==> config.mk <==
export PLATFORM = sky130hd
export DESIGN_NAME = aidc_top
export DESIGN_NICKNAME = d
export VERILOG_FILES = /design/src/hdl/aidc_pkg.sv /design/src/hdl/aidc_top.sv
export SDC_FILE = /design/constraint.sdc
export NUM_CORES = 1
export LEC_CHECK = 0
export ABC_AREA = 1
export BUFFER_PORTS_ARGS = -buffer_cell sky130_fd_sc_hd__buf_2
export CAP_MARGIN = 10
export CELL_PAD_IN_SITES_DETAIL_PLACEMENT = 1
export CELL_PAD_IN_SITES_GLOBAL_PLACEMENT = 2
export CORE_MARGIN = 10
export CORE_UTILIZATION = 32
export DETAILED_ROUTE_END_ITERATION = 6
export GPL_TIMING_DRIVEN = 0
export PLACE_DENSITY_LB_ADDON = 0.08
export SLEW_MARGIN = 30
export SYNTH_ARGS = -nofsm -noshare
export SYNTH_HDL_FRONTEND = slang
export SYNTH_SLANG_ARGS = --single-unit
export TNS_END_PERCENT = 5
==> constraint.sdc <==
create_clock -name core_clk -period 2.6 [get_ports core_clk]
set_input_delay 0.52 -clock core_clk [delete_from_list [all_inputs] [get_ports core_clk]]
set_output_delay 0.52 -clock core_clk [all_outputs]
set_load 0.1 [all_outputs]
==> src/hdl/aidc_pkg.sv <==
/*
  Constants, field layouts and types for the accessory impedance detect
  control block. Assumes a 100 MHz core clock and an AXI4-Lite master with
  32-bit data. Registers are addressed by index, byte address = 4 * index.
*/
// How it works
// classify impedance into eight levels, incl. none
// function selector: 00/11 mic, 01 left, 10 right
// bit 13 picks pin A or B; feedback opposite
// bits 5:4 pick supply rail or bias 1-3
// detect only in mic mode with enable set
// cyclic measurements with coded interval gap
// warm-up delay when bias not already on
// bias reference requested automatically per measurement
// accept after 2 or 4 matching measurements
// settled result sets valid, publishes level, presence
// valid stays while enabled; only fields update
// nine-bit one-hot level at bits 10:2
// presence bit set below 30k ohm
// eight-bit mask enables each level separately, except the lowest and none
// software writes zero to mask bits 6, 5
// event on insertion, removal or level change
// gpio pulse per event when routed
// software runs one detection at a time
// disabled level reports next lower enabled level
// clearing enable stops cycle, clears valid
package aidc_pkg;

  // register indices; byte address is four times these
  localparam logic [9:0] IDX_MODE   = 10'h293;  // accessory_sense_mode
  localparam logic [9:0] IDX_CTRL   = 10'h2a3;  // mic_sense_control
  localparam logic [9:0] IDX_MASK   = 10'h2a4;  // mic_sense_level_mask
  localparam logic [9:0] IDX_RESULT = 10'h2a5;  // mic_sense_result
  localparam logic [9:0] IDX_EVCTL  = 10'h2a6;  // event_control

  // field positions
  localparam int MODE_PIN_BIT  = 13;  // sense_pin_select
  localparam int EVCTL_GPIO_BIT = 0;  // gpio routing enable

  // reset values
  localparam logic [15:0] MODE_RST  = 16'h0000;
  localparam logic [15:0] CTRL_RST  = 16'h1102;
  localparam logic [15:0] MASK_RST  = 16'h009f;
  localparam logic        EVCTL_RST = 1'h0;

  // timing: one delay unit is 0.25 ms
  localparam int unsigned CLK_MHZ     = 100;
  localparam int unsigned UNIT_US     = 250;
  localparam int unsigned UNIT_CYCLES = UNIT_US * CLK_MHZ;
  localparam logic [11:0] DELAY_MAX_UNITS = 12'h800;  // 512 ms
  localparam logic [3:0]  DELAY_CAP_CODE  = 4'hc;

  // debounce lengths and raw level codes
  localparam logic [2:0] SETTLE_SHORT = 3'h2;
  localparam logic [2:0] SETTLE_LONG  = 3'h4;
  localparam logic [2:0] RAW_HIGH     = 3'h6;  // above 475 ohm
  localparam logic [2:0] RAW_NONE     = 3'h7;  // nothing connected

  // bus responses
  localparam logic [1:0] RESP_OKAY   = 2'h0;
  localparam logic [1:0] RESP_SLVERR = 2'h2;

  // mic_sense_control layout
  typedef struct packed {
    logic [3:0] warmup;       // bias_warmup_delay code
    logic [3:0] interval;     // gap between measurements
    logic [1:0] rsvd_7_6;
    logic [1:0] ref_sel;      // reference_select
    logic [1:0] rsvd_3_2;
    logic       settle_long;  // settle_count_select
    logic       enable;       // mic_sense_enable
  } aidc_ctrl_t;

  // mic_sense_result layout
  typedef struct packed {
    logic [4:0] rsvd;
    logic [8:0] level;        // impedance_level one-hot
    logic       valid;
    logic       present;      // accessory_present
  } aidc_result_t;

  typedef enum logic [2:0] {ST_IDLE, ST_WARM, ST_MEAS, ST_RELEASE, ST_WAIT} aidc_state_t;

endpackage : aidc_pkg

==> src/hdl/aidc_top.sv <==
/*
  Accessory impedance detect control: AXI4-Lite register file, measurement
  scheduler, debounce and result publishing. Assumes an analogue measurement
  front end that answers meas_req_r with meas_ack high and a stable raw level
  code while ack is high; ack and raw arrive asynchronously.
*/
// Register access over AXI4-Lite was chosen for this implementation.
module aidc_top #(
  parameter int unsigned UNIT_CYCLES = aidc_pkg::UNIT_CYCLES  // cycles per 0.25 ms
) (
  input  logic        core_clk,
  input  logic        rst,
  // AXI4-Lite slave
  input  logic [11:0] s_axi_awaddr,
  input  logic        s_axi_awvalid,
  output logic        s_axi_awready,
  input  logic [31:0] s_axi_wdata,
  input  logic [3:0]  s_axi_wstrb,
  input  logic        s_axi_wvalid,
  output logic        s_axi_wready,
  output logic [1:0]  s_axi_bresp,
  output logic        s_axi_bvalid,
  input  logic        s_axi_bready,
  input  logic [11:0] s_axi_araddr,
  input  logic        s_axi_arvalid,
  output logic        s_axi_arready,
  output logic [31:0] s_axi_rdata,
  output logic [1:0]  s_axi_rresp,
  output logic        s_axi_rvalid,
  input  logic        s_axi_rready,
  // analogue front end
  input  logic        meas_ack,
  input  logic [2:0]  meas_raw,
  input  logic [2:0]  bias_sw_on,
  output logic        meas_req_r,
  output logic [2:0]  bias_req_r,
  output logic [1:0]  ref_select_r,
  output logic        route_pin_b_r,
  output logic        hp_left_sense_r,
  output logic        hp_right_sense_r,
  // events
  output logic        irq_event_r,
  output logic        gpio_pulse_r
);

  // delay code to 0.25 ms units, shared by warm-up and interval
  function automatic logic [11:0] delay_units(input logic [3:0] code);
    logic [11:0] u;
    u = 12'h000;
    if (code >= aidc_pkg::DELAY_CAP_CODE) begin
      u = aidc_pkg::DELAY_MAX_UNITS;
    end else if (code != 4'h0) begin
      u = 12'h001 << (code - 4'h1);
    end
    return u;
  endfunction : delay_units

  // apply byte strobes to a 16-bit register
  function automatic logic [15:0] merge16(input logic [15:0] old, input logic [31:0] d, input logic [3:0] s);
    logic [15:0] m;
    m = old;
    if (s[0]) begin
      m[7:0] = d[7:0];
    end
    if (s[1]) begin
      m[15:8] = d[15:8];
    end
    return m;
  endfunction : merge16

  // raw code to one-hot level, folding disabled levels downward
  function automatic logic [8:0] level_fold(input logic [2:0] raw, input logic [7:0] mask);
    logic [2:0] cur;
    logic [6:0] en;
    logic [8:0] oh;
    en  = {mask[7], mask[4:0], 1'b1};  // lowest level always on
    cur = raw;
    oh  = 9'h000;
    if (raw != aidc_pkg::RAW_NONE) begin
      for (int i = 6; i > 0; i--) begin
        if (cur == 3'(i) && !en[i]) begin
          cur = 3'(i - 1);
        end
      end
      if (cur == aidc_pkg::RAW_HIGH) begin
        oh[8] = 1'b1;
      end else begin
        oh[cur] = 1'b1;
      end
    end
    return oh;
  endfunction : level_fold

  // register file state
  logic [15:0]         mode_r,  mode_nxt;    // accessory_sense_mode
  aidc_pkg::aidc_ctrl_t ctrl_r, ctrl_nxt;    // mic_sense_control
  logic [7:0]          mask_r,  mask_nxt;    // mic_sense_level_mask
  logic                evctl_r, evctl_nxt;   // gpio routing enable

  // bus state
  logic        aw_have_r, aw_have_nxt;
  logic [9:0]  aw_idx_r,  aw_idx_nxt;
  logic        w_have_r,  w_have_nxt;
  logic [31:0] w_data_r,  w_data_nxt;
  logic [3:0]  w_strb_r,  w_strb_nxt;
  logic        awready_r, awready_nxt;
  logic        wready_r,  wready_nxt;
  logic        bvalid_r,  bvalid_nxt;
  logic [1:0]  bresp_r,   bresp_nxt;
  logic        arready_r, arready_nxt;
  logic        rvalid_r,  rvalid_nxt;
  logic [1:0]  rresp_r,   rresp_nxt;
  logic [31:0] rdata_r,   rdata_nxt;

  // detection state
  aidc_pkg::aidc_state_t state_r, state_nxt;
  logic [31:0] tick_r,     tick_nxt;       // prescaler within a unit
  logic [11:0] units_r,    units_nxt;      // remaining delay units
  logic [2:0]  last_raw_r, last_raw_nxt;   // previous measurement
  logic [2:0]  match_r,    match_nxt;      // agreeing measurements
  logic [8:0]  level_r,    level_nxt;
  logic        present_r,  present_nxt;
  logic        valid_r,    valid_nxt;
  logic        req_nxt;
  logic [2:0]  bias_nxt;
  logic        irq_nxt,    gpio_nxt;

  // synchronisers for the asynchronous front end
  logic       ack_m_r, ack_s_r;
  logic [2:0] raw_m_r, raw_s_r;

  aidc_pkg::aidc_result_t result;
  logic       det_en;
  logic       needs_bias;
  logic       needs_warm;
  logic [2:0] bias_sel;
  logic       unit_done;

  // result register view
  always_comb begin
    result         = '0;
    result.level   = level_r;
    result.valid   = valid_r;
    result.present = present_r;
  end

  // enable decode and bias needs
  always_comb begin
    det_en     = ctrl_r.enable && (mode_r[1] == mode_r[0]);
    needs_bias = (ctrl_r.ref_sel != 2'h0);
    bias_sel   = 3'h0;
    if (needs_bias) begin
      bias_sel = 3'h1 << (ctrl_r.ref_sel - 2'h1);
    end
    needs_warm = needs_bias && ((bias_sw_on & bias_sel) == 3'h0);
    unit_done  = (tick_r == UNIT_CYCLES - 1);
  end

  // bus next state: write and read channels
  always_comb begin
    aw_have_nxt = aw_have_r;
    aw_idx_nxt  = aw_idx_r;
    w_have_nxt  = w_have_r;
    w_data_nxt  = w_data_r;
    w_strb_nxt  = w_strb_r;
    bvalid_nxt  = bvalid_r;
    bresp_nxt   = bresp_r;
    rvalid_nxt  = rvalid_r;
    rresp_nxt   = rresp_r;
    rdata_nxt   = rdata_r;
    mode_nxt    = mode_r;
    ctrl_nxt    = ctrl_r;
    mask_nxt    = mask_r;
    evctl_nxt   = evctl_r;
    // response taken
    if (bvalid_r && s_axi_bready) begin
      bvalid_nxt = 1'b0;
    end
    if (rvalid_r && s_axi_rready) begin
      rvalid_nxt = 1'b0;
    end
    // address and data may arrive in either order
    if (s_axi_awvalid && awready_r) begin
      aw_have_nxt = 1'b1;
      aw_idx_nxt  = s_axi_awaddr[11:2];
    end
    if (s_axi_wvalid && wready_r) begin
      w_have_nxt = 1'b1;
      w_data_nxt = s_axi_wdata;
      w_strb_nxt = s_axi_wstrb;
    end
    // commit once both halves are held and the response slot is free
    if (aw_have_nxt && w_have_nxt && !bvalid_nxt) begin
      aw_have_nxt = 1'b0;
      w_have_nxt  = 1'b0;
      bvalid_nxt  = 1'b1;
      bresp_nxt   = aidc_pkg::RESP_OKAY;
      unique case (aw_idx_nxt)
        aidc_pkg::IDX_MODE: begin
          mode_nxt = merge16(mode_r, w_data_nxt, w_strb_nxt);
        end
        aidc_pkg::IDX_CTRL: begin
          ctrl_nxt = merge16(ctrl_r, w_data_nxt, w_strb_nxt);
        end
        aidc_pkg::IDX_MASK: begin
          if (w_strb_nxt[0]) begin
            mask_nxt = w_data_nxt[7:0];  // bits 6:5 kept, never read by logic
          end
        end
        aidc_pkg::IDX_EVCTL: begin
          if (w_strb_nxt[0]) begin
            evctl_nxt = w_data_nxt[aidc_pkg::EVCTL_GPIO_BIT];
          end
        end
        aidc_pkg::IDX_RESULT: begin
          bresp_nxt = aidc_pkg::RESP_OKAY;  // read-only, write ignored
        end
        default: begin
          bresp_nxt = aidc_pkg::RESP_SLVERR;  // unmapped
        end
      endcase
    end
    // read: one outstanding at a time
    if (s_axi_arvalid && arready_r) begin
      rvalid_nxt = 1'b1;
      rresp_nxt  = aidc_pkg::RESP_OKAY;
      rdata_nxt  = 32'h0000_0000;
      unique case (s_axi_araddr[11:2])
        aidc_pkg::IDX_MODE:   rdata_nxt[15:0] = mode_r;
        aidc_pkg::IDX_CTRL:   rdata_nxt[15:0] = ctrl_r;
        aidc_pkg::IDX_MASK:   rdata_nxt[7:0]  = mask_r;
        aidc_pkg::IDX_RESULT: rdata_nxt[15:0] = result;
        aidc_pkg::IDX_EVCTL:  rdata_nxt[aidc_pkg::EVCTL_GPIO_BIT] = evctl_r;
        default: begin
          rresp_nxt = aidc_pkg::RESP_SLVERR;  // unmapped reads zero
        end
      endcase
    end
    awready_nxt = !aw_have_nxt && !bvalid_nxt;
    wready_nxt  = !w_have_nxt && !bvalid_nxt;
    arready_nxt = !rvalid_nxt;
  end

  // bus and register file flops
  always_ff @(posedge core_clk) begin
    if (rst) begin
      aw_have_r <= 1'b0;
      aw_idx_r  <= 10'h000;
      w_have_r  <= 1'b0;
      w_data_r  <= 32'h0000_0000;
      w_strb_r  <= 4'h0;
      awready_r <= 1'b0;
      wready_r  <= 1'b0;
      bvalid_r  <= 1'b0;
      bresp_r   <= aidc_pkg::RESP_OKAY;
      arready_r <= 1'b0;
      rvalid_r  <= 1'b0;
      rresp_r   <= aidc_pkg::RESP_OKAY;
      rdata_r   <= 32'h0000_0000;
      mode_r    <= aidc_pkg::MODE_RST;
      ctrl_r    <= aidc_pkg::CTRL_RST;
      mask_r    <= aidc_pkg::MASK_RST[7:0];
      evctl_r   <= aidc_pkg::EVCTL_RST;
    end else begin
      aw_have_r <= aw_have_nxt;
      aw_idx_r  <= aw_idx_nxt;
      w_have_r  <= w_have_nxt;
      w_data_r  <= w_data_nxt;
      w_strb_r  <= w_strb_nxt;
      awready_r <= awready_nxt;
      wready_r  <= wready_nxt;
      bvalid_r  <= bvalid_nxt;
      bresp_r   <= bresp_nxt;
      arready_r <= arready_nxt;
      rvalid_r  <= rvalid_nxt;
      rresp_r   <= rresp_nxt;
      rdata_r   <= rdata_nxt;
      mode_r    <= mode_nxt;
      ctrl_r    <= ctrl_nxt;
      mask_r    <= mask_nxt;
      evctl_r   <= evctl_nxt;
    end
  end

  // two-flop synchronisers; raw is only sampled after ack settles
  always_ff @(posedge core_clk) begin
    if (rst) begin
      ack_m_r <= 1'b0;
      ack_s_r <= 1'b0;
      raw_m_r <= aidc_pkg::RAW_NONE;
      raw_s_r <= aidc_pkg::RAW_NONE;
    end else begin
      ack_m_r <= meas_ack;
      ack_s_r <= ack_m_r;
      raw_m_r <= meas_raw;
      raw_s_r <= raw_m_r;
    end
  end

  // scheduler, debounce and publishing
  always_comb begin
    state_nxt    = state_r;
    tick_nxt     = 32'h0000_0000;
    units_nxt    = units_r;
    last_raw_nxt = last_raw_r;
    match_nxt    = match_r;
    level_nxt    = level_r;
    present_nxt  = present_r;
    valid_nxt    = valid_r;
    req_nxt      = 1'b0;
    irq_nxt      = 1'b0;
    gpio_nxt     = 1'b0;
    // prescaler runs only while a delay is counting
    if ((state_r == aidc_pkg::ST_WARM || state_r == aidc_pkg::ST_WAIT) && units_r != 12'h000) begin
      tick_nxt = unit_done ? 32'h0000_0000 : tick_r + 32'h0000_0001;
      if (unit_done) begin
        units_nxt = units_r - 12'h001;
      end
    end
    if (!det_en) begin
      state_nxt = aidc_pkg::ST_IDLE;
      valid_nxt = 1'b0;
      match_nxt = 3'h0;
    end else begin
      unique case (state_r)
        aidc_pkg::ST_IDLE: begin
          // a stale ack from an aborted run must clear first
          if (!ack_s_r) begin
            state_nxt = aidc_pkg::ST_WARM;
            units_nxt = needs_warm ? delay_units(ctrl_r.warmup) : 12'h000;
          end
        end
        aidc_pkg::ST_WARM: begin
          if (units_r == 12'h000) begin
            state_nxt = aidc_pkg::ST_MEAS;
          end
        end
        aidc_pkg::ST_MEAS: begin
          req_nxt = 1'b1;
          if (ack_s_r) begin
            req_nxt      = 1'b0;
            state_nxt    = aidc_pkg::ST_RELEASE;
            last_raw_nxt = raw_s_r;
            if (raw_s_r == last_raw_r) begin
              if (match_r != aidc_pkg::SETTLE_LONG) begin
                match_nxt = match_r + 3'h1;
              end
            end else begin
              match_nxt = 3'h1;  // disagreement restarts the count
            end
            if (match_nxt >= (ctrl_r.settle_long ? aidc_pkg::SETTLE_LONG : aidc_pkg::SETTLE_SHORT)) begin
              level_nxt   = level_fold(raw_s_r, mask_r);
              present_nxt = (raw_s_r != aidc_pkg::RAW_NONE);
              valid_nxt   = 1'b1;
              if (!valid_r || level_nxt != level_r || present_nxt != present_r) begin
                irq_nxt  = 1'b1;
                gpio_nxt = evctl_r;
              end
            end
          end
        end
        aidc_pkg::ST_RELEASE: begin
          if (!ack_s_r) begin
            state_nxt = aidc_pkg::ST_WAIT;
            units_nxt = delay_units(ctrl_r.interval);
          end
        end
        aidc_pkg::ST_WAIT: begin
          if (units_r == 12'h000) begin
            state_nxt = aidc_pkg::ST_WARM;
            units_nxt = needs_warm ? delay_units(ctrl_r.warmup) : 12'h000;
          end
        end
        default: begin
          state_nxt = aidc_pkg::ST_IDLE;
        end
      endcase
    end
    // bias held only around the measurement, so standby draws little
    bias_nxt = 3'h0;
    if (state_nxt == aidc_pkg::ST_WARM || state_nxt == aidc_pkg::ST_MEAS || state_nxt == aidc_pkg::ST_RELEASE) begin
      bias_nxt = bias_sel;
    end
  end

  // detection flops and registered pin outputs
  always_ff @(posedge core_clk) begin
    if (rst) begin
      state_r          <= aidc_pkg::ST_IDLE;
      tick_r           <= 32'h0000_0000;
      units_r          <= 12'h000;
      last_raw_r       <= aidc_pkg::RAW_NONE;
      match_r          <= 3'h0;
      level_r          <= 9'h000;
      present_r        <= 1'b0;
      valid_r          <= 1'b0;
      meas_req_r       <= 1'b0;
      bias_req_r       <= 3'h0;
      irq_event_r      <= 1'b0;
      gpio_pulse_r     <= 1'b0;
      ref_select_r     <= 2'h0;
      route_pin_b_r    <= 1'b0;
      hp_left_sense_r  <= 1'b0;
      hp_right_sense_r <= 1'b0;
    end else begin
      state_r          <= state_nxt;
      tick_r           <= tick_nxt;
      units_r          <= units_nxt;
      last_raw_r       <= last_raw_nxt;
      match_r          <= match_nxt;
      level_r          <= level_nxt;
      present_r        <= present_nxt;
      valid_r          <= valid_nxt;
      meas_req_r       <= req_nxt;
      bias_req_r       <= bias_nxt;
      irq_event_r      <= irq_nxt;
      gpio_pulse_r     <= gpio_nxt;
      ref_select_r     <= ctrl_r.ref_sel;
      route_pin_b_r    <= mode_r[aidc_pkg::MODE_PIN_BIT];
      hp_left_sense_r  <= (mode_r[1:0] == 2'h1);
      hp_right_sense_r <= (mode_r[1:0] == 2'h2);
    end
  end

  assign s_axi_awready = awready_r;
  assign s_axi_wready  = wready_r;
  assign s_axi_bvalid  = bvalid_r;
  assign s_axi_bresp   = bresp_r;
  assign s_axi_arready = arready_r;
  assign s_axi_rvalid  = rvalid_r;
  assign s_axi_rresp   = rresp_r;
  assign s_axi_rdata   = rdata_r;

endmodule : aidc_top

After elaboration in Yosys (flattened, before gate mapping):

Index checks and enable logic that the tools add are counted.

* bitwise logic cells: 8
* shifts and indexed selects: 3
* $add $sub $neg: 6
* reductions and logical operators: 61
* order comparisons: 5
* mux-type cells: 89
* equality and inequality tests: 33

Operator list (number)
* 3-bit two-way mux: 49
* 12-bit two-way mux: 11
* 10-bit equality test (second input constant): 10
* 9-bit two-way mux: 5
* 12-bit one-hot mux with 3 select lines: 1
* 32-bit by 1-bit adder with 32-bit output (second input constant): 1
* 32-bit by 15-bit equality test with 1-bit output (second input constant): 1
* 7-bit one-hot mux with 4 select lines: 1
* 8-bit one-hot mux with 3 select lines: 1
* 3-bit AND reduction: 8
* 1-bit by 4-bit << shifter with 12-bit output (first input constant): 2
* 1-bit logical AND: 19
* 3-bit by 2-bit equality test with 1-bit output (second input constant): 6
* 16-bit two-way mux: 1
* 3-bit equality test (second input constant): 5
* 3-bit one-hot mux with 5 select lines: 1
* 5-bit OR reduction: 3
* 1-bit logical NOT: 12
* 12-bit logical NOT: 1
* 1-bit two-way mux: 12
* 12-bit nonzero test: 1
* 12-bit by 1-bit subtractor with 12-bit output (second input constant): 1
* 10-bit two-way mux: 1
* 3-bit by 1-bit equality test with 1-bit output (second input constant): 3
* 30 further kinds: 49

* bits of input ports: 74
* bits in registers: 179
* word-level logic and storage cells: 249

Depth between registers and ports, before layout:

Gate-level depths: netlist (run 1).

* depth after elaboration: 66
* depth in mapped cells: 19
* mapped depth without buffers: 19

Least setup slack after synthesis (run 1):

No wires, ideal clock.

* path type: register -> register
* start point: register wready_r (netlist: s_axi_wready)
* end point: register ctrl_r[12] (netlist bit)
* arrival time: 2.638 ns
* setup time: 0.131 ns
* period minus slack after synthesis: 2.769 ns
* path slack: -0.169 ns
* buffers on the path: 1
* data required time: 2.469 ns
* stages on the path, launching flop included: 11
* cells stage by stage: dfxtp_1 -> nand2_1 -> inv_1 -> o22ai_1 -> a21oi_1 -> inv_1 -> nor2_1 -> nand3_1 -> clkbuf_1 -> a21oi_1 -> o21ai_0

* word-level cells in the longest chain between the ends: 5

Ends and longest elaborated chain
* start, declared: line aidc_top.sv:107 `logic wready_r, wready_nxt;`
* start signal, assigned: line aidc_top.sv:271 `wready_r <= wready_nxt;`
* 1-bit logical AND *: line aidc_top.sv:187 `if (s_axi_wvalid && wready_r) begin`
* 1-bit two-way mux: line aidc_top.sv:187
* 1-bit logical AND (2 in series): line aidc_top.sv:193 `if (aw_have_nxt && w_have_nxt && !bvalid_nxt) begin`
* 3-bit AND reduction (no line)
* end signal, assigned: line aidc_top.sv:261 `ctrl_r <= aidc_pkg::CTRL_RST;`
* end signal, assigned: line aidc_top.sv:279 `ctrl_r <= ctrl_nxt;`
* end, declared: line aidc_top.sv:96 `aidc_pkg::aidc_ctrl_t ctrl_r, ctrl_nxt;`

Mark *: on every way between the ends. The rest lies on a longest branch, timed or not.
A chain may end at the register's enable or synchronous reset.

Worst setup path in the final report (run 1):

* start point: register units_r[0]
* end point: register units_r[10]

* word-level cells in the longest chain between the ends: 6

Ends and longest elaborated chain
* start, declared: line aidc_top.sv:118 `logic [11:0] units_r, units_nxt;`
* start signal, assigned: line aidc_top.sv:408 `units_r <= units_nxt;`
* 12-bit by 1-bit subtractor with 12-bit output or 12-bit nonzero test (tied branches): line aidc_top.sv:317, aidc_top.sv:314
* 12-bit two-way mux or 1-bit logical AND (tied branches): line aidc_top.sv:316, aidc_top.sv:314
* 12-bit two-way mux: line aidc_top.sv:314 `if ((state_r == aidc_pkg::ST_WARM || state_r == aidc_pkg::ST_WAIT) && units_r != 12'h000) begin`
* 12-bit two-way mux, on equally long branches: line aidc_top.sv:369, aidc_top.sv:328, aidc_top.sv:363
* 12-bit one-hot mux with 3 select lines: line aidc_top.sv:325 `unique case (state_r)`
* 12-bit two-way mux *: line aidc_top.sv:320 `if (!det_en) begin`

Marks and branches as above.

==> results of run 1 <==
==> sequential cells by signal, indices dropped and copies added, names as in the netlist, 8 cells and up <==
| register | flops |
|---|---|
| ctrl_r | 16 |
| units_r | 12 |
| mask_r | 8 |
| w_data_r | 16 |
| s_axi_rdata | 16 |
| level_r | 9 |
| mode_r | 16 |
| tick_r | 32 |
| aw_idx_r | 10 |
==> routing by layer <==
layer	wire, um	track usage	up-vias	part of all wire
li1	-	-	4264	-
met1	14200	0.225	3854	0.49
met2	13600	0.289	104	0.47
met3	829	0.0314	20	0.029
met4	397	0.0432	0	0.014
met5	0	0	-	0
==> cells in the final DEF (no fill, tap or decap), types with 6 or more instances in the layout <==
master,instances
sky130_fd_sc_hd__o22ai_1,15
sky130_fd_sc_hd__nor2_1,129
sky130_fd_sc_hd__clkbuf_16,17
sky130_fd_sc_hd__nand3_1,50
sky130_fd_sc_hd__o211ai_1,7
sky130_fd_sc_hd__nand2_1,182
sky130_fd_sc_hd__a31oi_1,6
sky130_fd_sc_hd__mux2i_1,8
sky130_fd_sc_hd__buf_4,18
sky130_fd_sc_hd__ha_1,8
sky130_fd_sc_hd__inv_1,180
sky130_fd_sc_hd__inv_2,16
sky130_fd_sc_hd__or2_2,23
sky130_fd_sc_hd__conb_1,18
sky130_fd_sc_hd__nand4_1,18
sky130_fd_sc_hd__nor4_1,8
sky130_fd_sc_hd__a21oi_1,102
sky130_fd_sc_hd__buf_2,87
sky130_fd_sc_hd__clkbuf_1,22
sky130_fd_sc_hd__nor3_1,39
sky130_fd_sc_hd__nand2_2,10
sky130_fd_sc_hd__nor2_2,12
sky130_fd_sc_hd__xor2_1,20
sky130_fd_sc_hd__dfxtp_1,175
sky130_fd_sc_hd__o21ai_0,110
sky130_fd_sc_hd__nor3_2,8
==> kinds of logic after synthesis <==
group / count (synthesis) / share of synthesized area
DFF: 177 / 0.404
xor gates and xnor gates: 24 / 0.0239
adders and majority gates: 9 / 0.0128
AOI/OAI and AO/OA: 272 / 0.173
other: 1 / 0.000427
and+or+nand+nor: 498 / 0.260
muxes: 10 / 0.0114
buffers and inverters: 247 / 0.115
==> critical path, delay by kind of cell, from the launching register on <==
kind,cells,cell delay (ps)
and+or+nand+nor,8,1060
buffers and inverters,5,480
DFF,1,360
AOI/OAI and AO/OA,2,280
adders and majority gates,1,150
==> cells in the mapped netlist (2+ instances only) <==
| master | n |
|---|---|
| sky130_fd_sc_hd__a211oi_1 | 3 |
| sky130_fd_sc_hd__a21oi_1 | 102 |
| sky130_fd_sc_hd__a21oi_2 | 4 |
| sky130_fd_sc_hd__a221oi_1 | 3 |
| sky130_fd_sc_hd__a311oi_1 | 2 |
| sky130_fd_sc_hd__a31oi_1 | 6 |
| sky130_fd_sc_hd__a32o_1 | 2 |
| sky130_fd_sc_hd__buf_1 | 3 |
| sky130_fd_sc_hd__buf_2 | 5 |
| sky130_fd_sc_hd__buf_4 | 18 |
| sky130_fd_sc_hd__clkbuf_1 | 24 |
| sky130_fd_sc_hd__dfxtp_1 | 177 |
| sky130_fd_sc_hd__ha_1 | 9 |
| sky130_fd_sc_hd__inv_1 | 181 |
| sky130_fd_sc_hd__inv_2 | 15 |
| sky130_fd_sc_hd__mux2i_1 | 10 |
| sky130_fd_sc_hd__nand2_1 | 183 |
| sky130_fd_sc_hd__nand2_2 | 9 |
| sky130_fd_sc_hd__nand2_4 | 2 |
| sky130_fd_sc_hd__nand3_1 | 50 |
| sky130_fd_sc_hd__nand4_1 | 18 |
| sky130_fd_sc_hd__nor2_1 | 136 |
| sky130_fd_sc_hd__nor2_2 | 7 |
| sky130_fd_sc_hd__nor3_1 | 42 |
| sky130_fd_sc_hd__nor3_2 | 7 |
| sky130_fd_sc_hd__nor3b_1 | 2 |
| sky130_fd_sc_hd__nor4_1 | 8 |
| sky130_fd_sc_hd__o211ai_1 | 7 |
| sky130_fd_sc_hd__o21a_1 | 2 |
| sky130_fd_sc_hd__o21ai_0 | 110 |
| sky130_fd_sc_hd__o21ai_1 | 4 |
| sky130_fd_sc_hd__o221ai_1 | 5 |
| sky130_fd_sc_hd__o22ai_1 | 15 |
| sky130_fd_sc_hd__or2_2 | 23 |
| sky130_fd_sc_hd__xnor2_1 | 4 |
| sky130_fd_sc_hd__xor2_1 | 20 |
==> worst paths after layout <==
path                                   from          end  slack, ps  cells past startpoint
worst min-delay path            meas_raw[2]   raw_m_r[2]        260                      2
worst max-delay path             units_r[0]  units_r[10]        200                     16
worst max register to register   units_r[0]  units_r[10]        200                     16
worst min register to register      ack_m_r      ack_s_r        410                      2
==> timing repair <==
action                                  in CTS  in global routing
gates resized for setup                      3                 24
pin swaps                                    0                  0
endpoints found under the setup margin      15                 63
==> stage by stage <==
step | setup slack, ps | setup TNS [ps] | hold slack, ps
after global placement | -339 | -5220 | 391
after CTS | 37.2 | 0 | 237
after floorplan | 231 | 0 | 388
after global routing | -50.8 | -66.4 | 241
after detailed placement | -359 | -6540 | 397
final | 200 | 0 | 256
==> power by group through the flow <==
stage,clock (mW),sequential (mW),combinational [mW]
2_1_floorplan,0,2.94,0.398
3_5_place_dp,0,2.85,0.647
6_report,2.61,2.79,0.652
3_3_place_gp,0,2.85,0.642
4_1_cts,2.68,2.79,0.650
5_1_grt,2.79,2.80,0.720
==> area by class of cell <==
class,count,share of cell area
Timing Repair Buffer,84,0.0406
Multi-Input combinational cell,831,0.421
Sequential cell,177,0.342
Inverter,196,0.0710
Tap cell,341,0.0412
Buffer,51,0.0272
Clock buffer,18,0.0414
Clock inverter,14,0.0155
==> impl_metrics.xml, run 1 <==
<?xml version="1.0" encoding="UTF-8"?>
<metrics>
  <group name="drt">
    <metric name="drt_drc_violations_left" unit="">0</metric>
    <metric name="drtPass1Iterations" unit="">4</metric>
    <metric name="detail_route.vias_per_cell" unit="">4.81</metric>
    <metric name="dr_total_vias" unit="">8242</metric>
    <metric name="post_drt_wl_per_cell" unit="um">17.0</metric>
    <metric name="routed_wl" unit="um">29000</metric>
    <metric name="drt_iter0_markers" unit="">283</metric>
    <metric name="final_antenna_net_count" unit="">0</metric>
  </group>
  <group name="placed_design">
    <metric name="place.port_buffers" unit="">84</metric>
    <metric name="routabilityCongestion" unit="">0.832</metric>
    <metric name="place.detailed.hpwl" unit="um">23400</metric>
    <metric name="cell_count_after_placement" unit="">1680</metric>
    <metric name="placedInstanceArea" unit="mm2">0.00969</metric>
  </group>
  <group name="synth">
    <metric name="post_synth_inst_count" unit="">1238</metric>
    <metric name="synthArstFlopShare" unit="">0</metric>
    <metric name="ys_seq_area_frac" unit="">0.404</metric>
    <metric name="yosys_warnings" unit="">0</metric>
    <metric name="post_synth_instance_area" unit="mm2">0.00878</metric>
    <metric name="syn-mean-instance-area" unit="um2">7.09</metric>
    <metric name="synth_area_leaders" unit="">sky130_fd_sc_hd__dfxtp_1, sky130_fd_sc_hd__nand2_1, sky130_fd_sc_hd__inv_1, sky130_fd_sc_hd__o21ai_0, sky130_fd_sc_hd__a21oi_1</metric>
    <metric name="synth-edff-count" unit="">0</metric>
    <metric name="yosys_register_bits" unit="">177</metric>
    <metric name="synth.lib_cells_used.distinct" unit="">56</metric>
    <metric name="synth_top_area_share" unit="">0.404</metric>
    <metric name="netlist.top_cell.by_area" unit="">sky130_fd_sc_hd__dfxtp_1</metric>
    <metric name="ys_dominant_reg_cell" unit="">sky130_fd_sc_hd__dfxtp_1</metric>
  </group>
  <group name="worst_setup_path">
    <metric name="timing.critical_path.to_type" unit="">flop</metric>
    <metric name="cp_common_cell" unit="">sky130_fd_sc_hd__inv_2</metric>
    <metric name="worstSetupPathType" unit="">flop to flop</metric>
    <metric name="timing.critical_path.arrival" unit="ps">2760</metric>
    <metric name="cp-start-kind" unit="">flop</metric>
    <metric name="cp_max_fo" unit="">10</metric>
    <metric name="cpMaxStageDelayCell" unit="">sky130_fd_sc_hd__dfxtp_1</metric>
    <metric name="critical_path.cell_chain" unit="">inv_1 &gt; ha_1 &gt; nand3_1 &gt; nor3_4 &gt; inv_2 &gt; nand2_2 &gt; inv_2 &gt; nor2_4 &gt; inv_2 &gt; buf_6 &gt; nand4_1 &gt; nor2_2 &gt; nand2_1 &gt; nand2_1 &gt; a22o_1 &gt; a21oi_1</metric>
    <metric name="critPathRequiredTime" unit="ps">2960</metric>
    <metric name="critical_path.max_stage_delay" unit="ps">360</metric>
  </group>
  <group name="finish">
    <metric name="final_design_area_no_fill" unit="mm2">0.0104</metric>
    <metric name="final_cell_utilization_of_the_core" unit="">0.384</metric>
    <metric name="post_route_cells_drive_above_1_share" unit="">0.171</metric>
    <metric name="final_nets" unit="">1441</metric>
    <metric name="area_growth_syn_to_layout" unit="%">18.0</metric>
    <metric name="multi_input_area" unit="mm2">0.00436</metric>
    <metric name="filler_cells" unit="">3432</metric>
    <metric name="total_area_of_sequential_cells" unit="mm2">0.00355</metric>
    <metric name="antenna-diode-count" unit="">0</metric>
    <metric name="final_cells" unit="">1712</metric>
  </group>
  <group name="worst_hold_path">
    <metric name="holdCritPathClass" unit="">input port to flop</metric>
  </group>
  <group name="power_and_ir_drop">
    <metric name="p_leak" unit="nW">4.40</metric>
    <metric name="power.switching" unit="mW">1.82</metric>
    <metric name="power_density" unit="mW/mm2">585</metric>
    <metric name="pwr-share-clk" unit="">0.432</metric>
    <metric name="cellInternalPower" unit="mW">4.23</metric>
    <metric name="combinationalPowerShare" unit="">0.108</metric>
    <metric name="sequentialPowerShare" unit="">0.461</metric>
    <metric name="netSwitchingFraction" unit="">0.301</metric>
    <metric name="worst_ir_drop_vdd" unit="uV">409</metric>
    <metric name="totalPowerFinal" unit="mW">6.06</metric>
  </group>
  <group name="clocking">
    <metric name="numCtsBuffers" unit="">17</metric>
    <metric name="clock_tree.root_cell" unit="">sky130_fd_sc_hd__clkbuf_16</metric>
    <metric name="cts_tree" unit="">built</metric>
    <metric name="cts.hold.buffers_added" unit="">0</metric>
    <metric name="cts.clk_slew.worst_paths" unit="ps">80</metric>
    <metric name="clock_tree.buffer_depth" unit="">2</metric>
    <metric name="clock_sink_count" unit="">177</metric>
    <metric name="cts.htree.levels" unit="">4</metric>
    <metric name="post_cts.repair.setup_buffers" unit="">0</metric>
    <metric name="clk-insertion-delay-late" unit="ps">450</metric>
  </group>
  <group name="sta">
    <metric name="hold_viol_final" unit="">0</metric>
    <metric name="finalSetupViolations" unit="">0</metric>
    <metric name="unrepaired_setup_endpoints_after_global_routing" unit="">yes</metric>
    <metric name="skew" unit="ps">17.8</metric>
    <metric name="clock.fmax" unit="GHz">0.417</metric>
    <metric name="timing_max_transition_violations_final" unit="">0</metric>
    <metric name="post-route-period-util" unit="">0.923</metric>
    <metric name="relSlewSlack" unit="">0.403</metric>
    <metric name="max_slew.worst_pin.slew" unit="ps">896</metric>
    <metric name="min_period" unit="ps">2400</metric>
  </group>
  <group name="grt">
    <metric name="grt.total_usage" unit="">0.173</metric>
    <metric name="gr_overflow_total" unit="">0</metric>
    <metric name="first_global_vias" unit="">8575</metric>
    <metric name="grt_max_degree" unit="">20</metric>
    <metric name="first_pass_grt_wire_length" unit="um">47000</metric>
    <metric name="antenna_found_initial" unit="">0</metric>
  </group>
  <group name="floorplan">
    <metric name="die_y" unit="um">186</metric>
    <metric name="placementRows" unit="">60</metric>
    <metric name="chipWidth" unit="um">186</metric>
    <metric name="ios" unit="">126</metric>
    <metric name="initial_utilization" unit="">0.326</metric>
    <metric name="placeableCoreArea" unit="mm2">0.0270</metric>
    <metric name="floorplan.die_area" unit="mm2">0.0345</metric>
  </group>
  <group name="job">
    <metric name="cap_violations" unit="">0</metric>
  </group>
  <group name="status">
    <metric name="status" unit="">completed</metric>
  </group>
</metrics>
Note: power is estimated with default switching activity, not from simulation.
==> run 2: changes to the inputs <==
Settings changed: MAX_ROUTING_LAYER set to met4.
==> run 2 against run 1 <==
- register-to-register slack is essentially flat
- wire length increased by 0.14%
- first-iteration DRC count decreased by 8.1%
- worst setup slack better by 1.2 ps
- global-route usage rose by 0.48 points
- sequential share of layout area did not move
- maximum frequency hardly changed
- sequential power about the same
- hold slack gained 1.3 ps
- critical path type unchanged
- critical endpoint is now tick_r[28]
- largest cell class unchanged
==> impl_metrics.xml, run 2 (synthesis results as in run 1) <==
<?xml version="1.0" encoding="UTF-8"?>
<metrics>
  <group name="sta">
    <metric name="timing_max_transition_violations_final" unit="">0</metric>
    <metric name="setup_slack" unit="ps">201</metric>
    <metric name="post-route-period-util" unit="">0.923</metric>
    <metric name="hold_viol_final" unit="">0</metric>
    <metric name="fin_tns_setup" unit="ps">0</metric>
    <metric name="relSlewSlack" unit="">0.432</metric>
    <metric name="finalSetupViolations" unit="">0</metric>
    <metric name="hold_ws" unit="ps">257</metric>
    <metric name="max_slew.worst_pin.slew" unit="ps">852</metric>
    <metric name="min_period" unit="ps">2400</metric>
    <metric name="clock.fmax" unit="GHz">0.417</metric>
    <metric name="unrepaired_setup_endpoints_after_global_routing" unit="">yes</metric>
    <metric name="skew" unit="ps">16.7</metric>
  </group>
  <group name="power_and_ir_drop">
    <metric name="p_leak" unit="nW">4.40</metric>
    <metric name="power_density" unit="mW/mm2">584</metric>
    <metric name="worst_ir_drop_vdd" unit="uV">406</metric>
    <metric name="totalPowerFinal" unit="mW">6.05</metric>
  </group>
  <group name="worst_setup_path">
    <metric name="cpMaxStageDelayCell" unit="">sky130_fd_sc_hd__or4_1</metric>
    <metric name="worst_r2r_startpoint" unit="">tick_r[0]</metric>
    <metric name="cp_max_fo" unit="">4</metric>
    <metric name="critPathRequiredTime" unit="ps">2940</metric>
    <metric name="critical_path.cell_chain" unit="">ha_2 &gt; nand2_1 &gt; nor3_2 &gt; nand2_1 &gt; nor2_2 &gt; nand2_1 &gt; or4_1 &gt; nor3_2 &gt; nand2_1 &gt; xor2_1 &gt; nand2_1 &gt; inv_1</metric>
    <metric name="worstSetupPathType" unit="">flop to flop</metric>
    <metric name="cp_common_cell" unit="">sky130_fd_sc_hd__nand2_1</metric>
    <metric name="timing.critical_path.to_type" unit="">flop</metric>
    <metric name="timing.critical_path.arrival" unit="ps">2740</metric>
    <metric name="critical_path.max_stage_delay" unit="ps">490</metric>
    <metric name="startpoint" unit="">tick_r[0]</metric>
    <metric name="path_delay_family" unit="">simple AND/OR/NAND/NOR gates</metric>
    <metric name="crit_path_buffers_inverters" unit="">1</metric>
    <metric name="cp-start-kind" unit="">flop</metric>
  </group>
  <group name="clocking">
    <metric name="clock_tree.root_cell" unit="">sky130_fd_sc_hd__clkbuf_16</metric>
    <metric name="cts_tree" unit="">built</metric>
    <metric name="clock_sink_count" unit="">177</metric>
    <metric name="numCtsBuffers" unit="">17</metric>
    <metric name="cts.htree.levels" unit="">4</metric>
    <metric name="clk-insertion-delay-late" unit="ps">440</metric>
    <metric name="post_cts.repair.setup_buffers" unit="">0</metric>
    <metric name="cts.clk_slew.worst_paths" unit="ps">80</metric>
    <metric name="clock_tree.buffer_depth" unit="">2</metric>
    <metric name="cts.hold.buffers_added" unit="">0</metric>
  </group>
  <group name="placed_design">
    <metric name="routabilityCongestion" unit="">0.845</metric>
    <metric name="preCtsSetupSlack" unit="ps">-359</metric>
    <metric name="cell_count_after_placement" unit="">1680</metric>
    <metric name="place.port_buffers" unit="">84</metric>
    <metric name="placedInstanceArea" unit="mm2">0.00969</metric>
    <metric name="place.detailed.hpwl" unit="um">23400</metric>
  </group>
  <group name="finish">
    <metric name="multi_input_area" unit="mm2">0.00436</metric>
    <metric name="layout_common_cells" unit="">sky130_fd_sc_hd__nand2_1, sky130_fd_sc_hd__inv_1, sky130_fd_sc_hd__dfxtp_1, sky130_fd_sc_hd__nor2_1, sky130_fd_sc_hd__o21ai_0</metric>
    <metric name="final_design_area_no_fill" unit="mm2">0.0104</metric>
    <metric name="final_cells" unit="">1712</metric>
    <metric name="total_area_of_sequential_cells" unit="mm2">0.00355</metric>
    <metric name="post_route_cells_drive_above_1_share" unit="">0.171</metric>
    <metric name="antenna-diode-count" unit="">0</metric>
    <metric name="filler_cells" unit="">3432</metric>
    <metric name="final_nets" unit="">1441</metric>
    <metric name="area_growth_syn_to_layout" unit="%">18.0</metric>
    <metric name="largest-register" unit="">tick_r</metric>
    <metric name="largest_register_ff_count" unit="">32</metric>
    <metric name="final_cell_utilization_of_the_core" unit="">0.384</metric>
    <metric name="layout_commonest_cell" unit="">sky130_fd_sc_hd__nand2_1</metric>
  </group>
  <group name="drt">
    <metric name="dr_total_vias" unit="">8201</metric>
    <metric name="routed_wl" unit="um">29100</metric>
    <metric name="drt_drc_violations_left" unit="">0</metric>
    <metric name="detail_route.vias_per_cell" unit="">4.79</metric>
    <metric name="drt_iter0_markers" unit="">260</metric>
    <metric name="post_drt_wl_per_cell" unit="um">17.0</metric>
    <metric name="final_antenna_net_count" unit="">0</metric>
    <metric name="drtPass1Iterations" unit="">4</metric>
  </group>
  <group name="job">
    <metric name="cap_violations" unit="">0</metric>
  </group>
  <group name="floorplan">
    <metric name="initial_utilization" unit="">0.326</metric>
    <metric name="die_y" unit="um">186</metric>
    <metric name="placeableCoreArea" unit="mm2">0.0270</metric>
    <metric name="ios" unit="">126</metric>
    <metric name="chipWidth" unit="um">186</metric>
    <metric name="placementRows" unit="">60</metric>
    <metric name="floorplan.die_area" unit="mm2">0.0345</metric>
  </group>
  <group name="grt">
    <metric name="antenna_found_initial" unit="">0</metric>
    <metric name="globalRoute.busiestLayer" unit="">met2</metric>
    <metric name="grt_max_degree" unit="">20</metric>
    <metric name="grt_use_met3" unit="">0.0289</metric>
    <metric name="global_route.usage.met2" unit="">0.289</metric>
    <metric name="grt_use_met1" unit="">0.227</metric>
    <metric name="grt.total_usage" unit="">0.178</metric>
    <metric name="first_pass_grt_wire_length" unit="um">47000</metric>
    <metric name="first_global_vias" unit="">8579</metric>
    <metric name="gr_overflow_total" unit="">0</metric>
  </group>
  <group name="worst_hold_path">
    <metric name="hold_path_startpoint" unit="">meas_raw[2]</metric>
    <metric name="holdCritPathClass" unit="">input port to flop</metric>
  </group>
  <group name="status">
    <metric name="status" unit="">completed</metric>
  </group>
</metrics>
## run 2: report_power, final
part,total [mW],internal (mW),switching [mW]
Clock,2.61,1.30,1.31
Combinational,0.651,0.168,0.484
Sequential,2.79,2.77,0.0206
Total,6.05,4.23,1.82
## run 2: per-layer routing
layer  vias to the layer above  part of all wire  wire (um)
met4                         0             0.013        386
met3                        18             0.027        772
met1                      3825              0.49      14300
met5                         -                 0          0
li1                       4262                 -          -
met2                        96              0.47      13700
## run 2: path summary, 6_finish.rpt
path | end | slack [ps] | cells after the start
setup / recovery | tick_r[28] | 200 | 12
hold reg to reg | ack_s_r | 410 | 2
setup reg to reg | tick_r[28] | 200 | 12
hold / removal | raw_m_r[2] | 260 | 2
## run 2: final cells by class
cell class,instances,share of cell area
Timing Repair Buffer,84,0.0406
Clock buffer,18,0.0414
Inverter,196,0.0710
Clock inverter,14,0.0155
Multi-Input combinational cell,831,0.421
Tap cell,341,0.0412
Sequential cell,177,0.342
Buffer,51,0.0272
## run 2: repair_timing
item	4_1_cts	5_1_grt
gates cloned	0	0
gates resized for setup	3	24
pin swaps	0	0
endpoints found under the setup margin	15	63
==> run 3: changes to the inputs <==
Settings changed: CORE_UTILIZATION 32 to 33, CTS_BUF_LIST set to sky130_fd_sc_hd__clkbuf_2 sky130_fd_sc_hd__clkbuf_4 sky130_fd_sc_hd__clkbuf_8.
==> run 3 against run 2 <==
- highest routed layer unchanged
- register-to-register slack worse by 90 ps
- power down 10%
- critical path depth up 4
- critical path type unchanged
- final cell count down 0.18%
- sequential power about the same
==> impl_metrics.xml, run 3 (synthesis results as in run 1) <==
<?xml version="1.0" encoding="UTF-8"?>
<metrics>
  <group name="job">
    <metric name="cap_violations" unit="">0</metric>
  </group>
  <group name="status">
    <metric name="status" unit="">completed</metric>
  </group>
  <group name="sta">
    <metric name="hold_viol_final" unit="">0</metric>
    <metric name="finalSetupViolations" unit="">0</metric>
    <metric name="setup_slack" unit="ps">112</metric>
    <metric name="clock.fmax" unit="GHz">0.402</metric>
    <metric name="post-route-period-util" unit="">0.957</metric>
    <metric name="skew" unit="ps">21.9</metric>
    <metric name="timing_max_transition_violations_final" unit="">0</metric>
    <metric name="relSlewSlack" unit="">0.417</metric>
    <metric name="fin_tns_setup" unit="ps">0</metric>
    <metric name="min_period" unit="ps">2490</metric>
    <metric name="unrepaired_setup_endpoints_after_global_routing" unit="">yes</metric>
    <metric name="max_slew.worst_pin.slew" unit="ps">875</metric>
  </group>
  <group name="grt">
    <metric name="grt_use_met3" unit="">0.0279</metric>
    <metric name="global_route.usage.met2" unit="">0.284</metric>
    <metric name="first_pass_grt_wire_length" unit="um">46300</metric>
    <metric name="grt.total_usage" unit="">0.178</metric>
    <metric name="grt_use_met1" unit="">0.231</metric>
    <metric name="gr_overflow_total" unit="">0</metric>
    <metric name="globalRoute.busiestLayer" unit="">met2</metric>
    <metric name="antenna_found_initial" unit="">1</metric>
    <metric name="first_global_vias" unit="">8498</metric>
    <metric name="grt_max_degree" unit="">20</metric>
  </group>
  <group name="finish">
    <metric name="total_area_of_sequential_cells" unit="mm2">0.00355</metric>
    <metric name="filler_cells" unit="">3357</metric>
    <metric name="layout_commonest_cell" unit="">sky130_fd_sc_hd__nand2_1</metric>
    <metric name="largest_register_ff_count" unit="">32</metric>
    <metric name="multi_input_area" unit="mm2">0.00438</metric>
    <metric name="area_growth_syn_to_layout" unit="%">16.4</metric>
    <metric name="largest-register" unit="">tick_r</metric>
    <metric name="final_nets" unit="">1443</metric>
    <metric name="layout_common_cells" unit="">sky130_fd_sc_hd__nand2_1, sky130_fd_sc_hd__inv_1, sky130_fd_sc_hd__dfxtp_1, sky130_fd_sc_hd__nor2_1, sky130_fd_sc_hd__o21ai_0</metric>
    <metric name="post_route_cells_drive_above_1_share" unit="">0.176</metric>
    <metric name="final_cells" unit="">1709</metric>
  </group>
  <group name="worst_setup_path">
    <metric name="critical_path.cell_chain" unit="">inv_1 &gt; ha_1 &gt; nand3_1 &gt; nor3_4 &gt; inv_2 &gt; nand2_2 &gt; inv_2 &gt; nor2_4 &gt; inv_2 &gt; buf_6 &gt; nand4_1 &gt; nor2_1 &gt; nand2_1 &gt; nand2_1 &gt; a22o_1 &gt; a21oi_1</metric>
    <metric name="critPathRequiredTime" unit="ps">3000</metric>
    <metric name="cp_common_cell" unit="">sky130_fd_sc_hd__inv_2</metric>
    <metric name="worstSetupPathType" unit="">flop to flop</metric>
    <metric name="cpMaxStageDelayCell" unit="">sky130_fd_sc_hd__dfxtp_1</metric>
    <metric name="cp-start-kind" unit="">flop</metric>
    <metric name="timing.critical_path.arrival" unit="ps">2890</metric>
    <metric name="cp_max_fo" unit="">10</metric>
    <metric name="critical_path.max_stage_delay" unit="ps">370</metric>
    <metric name="timing.critical_path.to_type" unit="">flop</metric>
  </group>
  <group name="floorplan">
    <metric name="placementRows" unit="">59</metric>
    <metric name="chipWidth" unit="um">183</metric>
    <metric name="ios" unit="">126</metric>
    <metric name="initial_utilization" unit="">0.336</metric>
    <metric name="die_y" unit="um">183</metric>
    <metric name="floorplan.die_area" unit="mm2">0.0335</metric>
    <metric name="placeableCoreArea" unit="mm2">0.0261</metric>
  </group>
  <group name="placed_design">
    <metric name="place.detailed.hpwl" unit="um">23100</metric>
    <metric name="routabilityCongestion" unit="">0.866</metric>
    <metric name="place.port_buffers" unit="">84</metric>
    <metric name="cell_count_after_placement" unit="">1674</metric>
    <metric name="preCtsSetupSlack" unit="ps">-463</metric>
  </group>
  <group name="clocking">
    <metric name="clock_tree.buffer_depth" unit="">2</metric>
    <metric name="numCtsBuffers" unit="">17</metric>
    <metric name="cts.clk_slew.worst_paths" unit="ps">120</metric>
    <metric name="clock_sink_count" unit="">177</metric>
    <metric name="cts_tree" unit="">built</metric>
    <metric name="clock_tree.root_cell" unit="">sky130_fd_sc_hd__clkbuf_8</metric>
    <metric name="cts.htree.levels" unit="">4</metric>
    <metric name="clk-insertion-delay-late" unit="ps">480</metric>
  </group>
  <group name="drt">
    <metric name="drt_drc_violations_left" unit="">0</metric>
    <metric name="final_antenna_net_count" unit="">0</metric>
    <metric name="routed_wl" unit="um">28800</metric>
    <metric name="dr_total_vias" unit="">8264</metric>
    <metric name="drt_iter0_markers" unit="">377</metric>
    <metric name="post_drt_wl_per_cell" unit="um">16.8</metric>
    <metric name="detail_route.vias_per_cell" unit="">4.84</metric>
    <metric name="drtPass1Iterations" unit="">5</metric>
  </group>
  <group name="worst_hold_path">
    <metric name="holdCritPathClass" unit="">input port to flop</metric>
  </group>
  <group name="power_and_ir_drop">
    <metric name="worst_ir_drop_vdd" unit="uV">329</metric>
    <metric name="power_density" unit="mW/mm2">533</metric>
    <metric name="p_leak" unit="nW">4.36</metric>
    <metric name="totalPowerFinal" unit="mW">5.44</metric>
  </group>
</metrics>
run 3: cell types whose count changed in the layout (fill, tap and decap cells not counted), moves of 2 or more:
cell / change
sky130_fd_sc_hd__clkbuf_16: -17
sky130_fd_sc_hd__nor2_2: +3
sky130_fd_sc_hd__nor2_4: -2
sky130_fd_sc_hd__o21ai_0: -2
sky130_fd_sc_hd__nor3_1: -2
sky130_fd_sc_hd__nor3_4: +2
sky130_fd_sc_hd__clkinv_8: +2
sky130_fd_sc_hd__clkbuf_2: -3
sky130_fd_sc_hd__buf_4: +2
sky130_fd_sc_hd__clkbuf_8: +18
run 3: final timing paths:
check,start,end,slack (ps),cells after the start
worst max-delay path,units_r[0],units_r[10],110,16
worst min-delay path,meas_raw[0],raw_m_r[0],210,2
worst max register to register,units_r[0],units_r[10],110,16
worst min register to register,ack_m_r,ack_s_r,410,2
run 3: critical path: cells and delay by family, from the launching register on:
kind,cells,cell delay (ps)
buf+inv,5,500
fa+ha+maj,1,160
compound gates,2,280
flops,1,370
simple gates,8,1110
run 3: area by class of cell:
cell class | count | area share
Multi-Input combinational cell | 831 | 0.429
Sequential cell | 177 | 0.347
Inverter | 196 | 0.0720
Timing Repair Buffer | 86 | 0.0426
Tap cell | 335 | 0.0410
Buffer | 51 | 0.0273
Clock buffer | 18 | 0.0242
Clock inverter | 14 | 0.0165
Antenna cell | 1 | 0.000245
run 3: metal layers:
layer  up-vias  routed length, um
li1       4256                  -
met1      3875              14400
met2       109              13100
met3        24                854
met4         0                408
met5         -                  0
run 3: report_power, final:
group	switching, mW	total [mW]	internal, mW
Sequential	0.0210	2.79	2.77
Clock	1.24	1.99	0.759
Combinational	0.489	0.657	0.168
run 3: per-stage QoR:
| stage | hold WS, ps | instance area [um2] | utilization |
|---|---|---|---|
| 3_3_place_gp | 391 | 9680 | 0.371 |
| 3_5_place_dp | 401 | 9680 | 0.371 |
| 2_1_floorplan | 388 | 8840 | - |
| 4_1_cts | 182 | 10100 | 0.387 |
| 6_report | 209 | 10200 | 0.391 |
| 5_1_grt | 191 | 10200 | 0.391 |
run 3: repair_timing:
item	in CTS	in global routing
hold buffers	0	0
setup endpoints to repair	10	81
pin swaps	0	1
gates resized for setup	1	30
buffers inserted	0	2
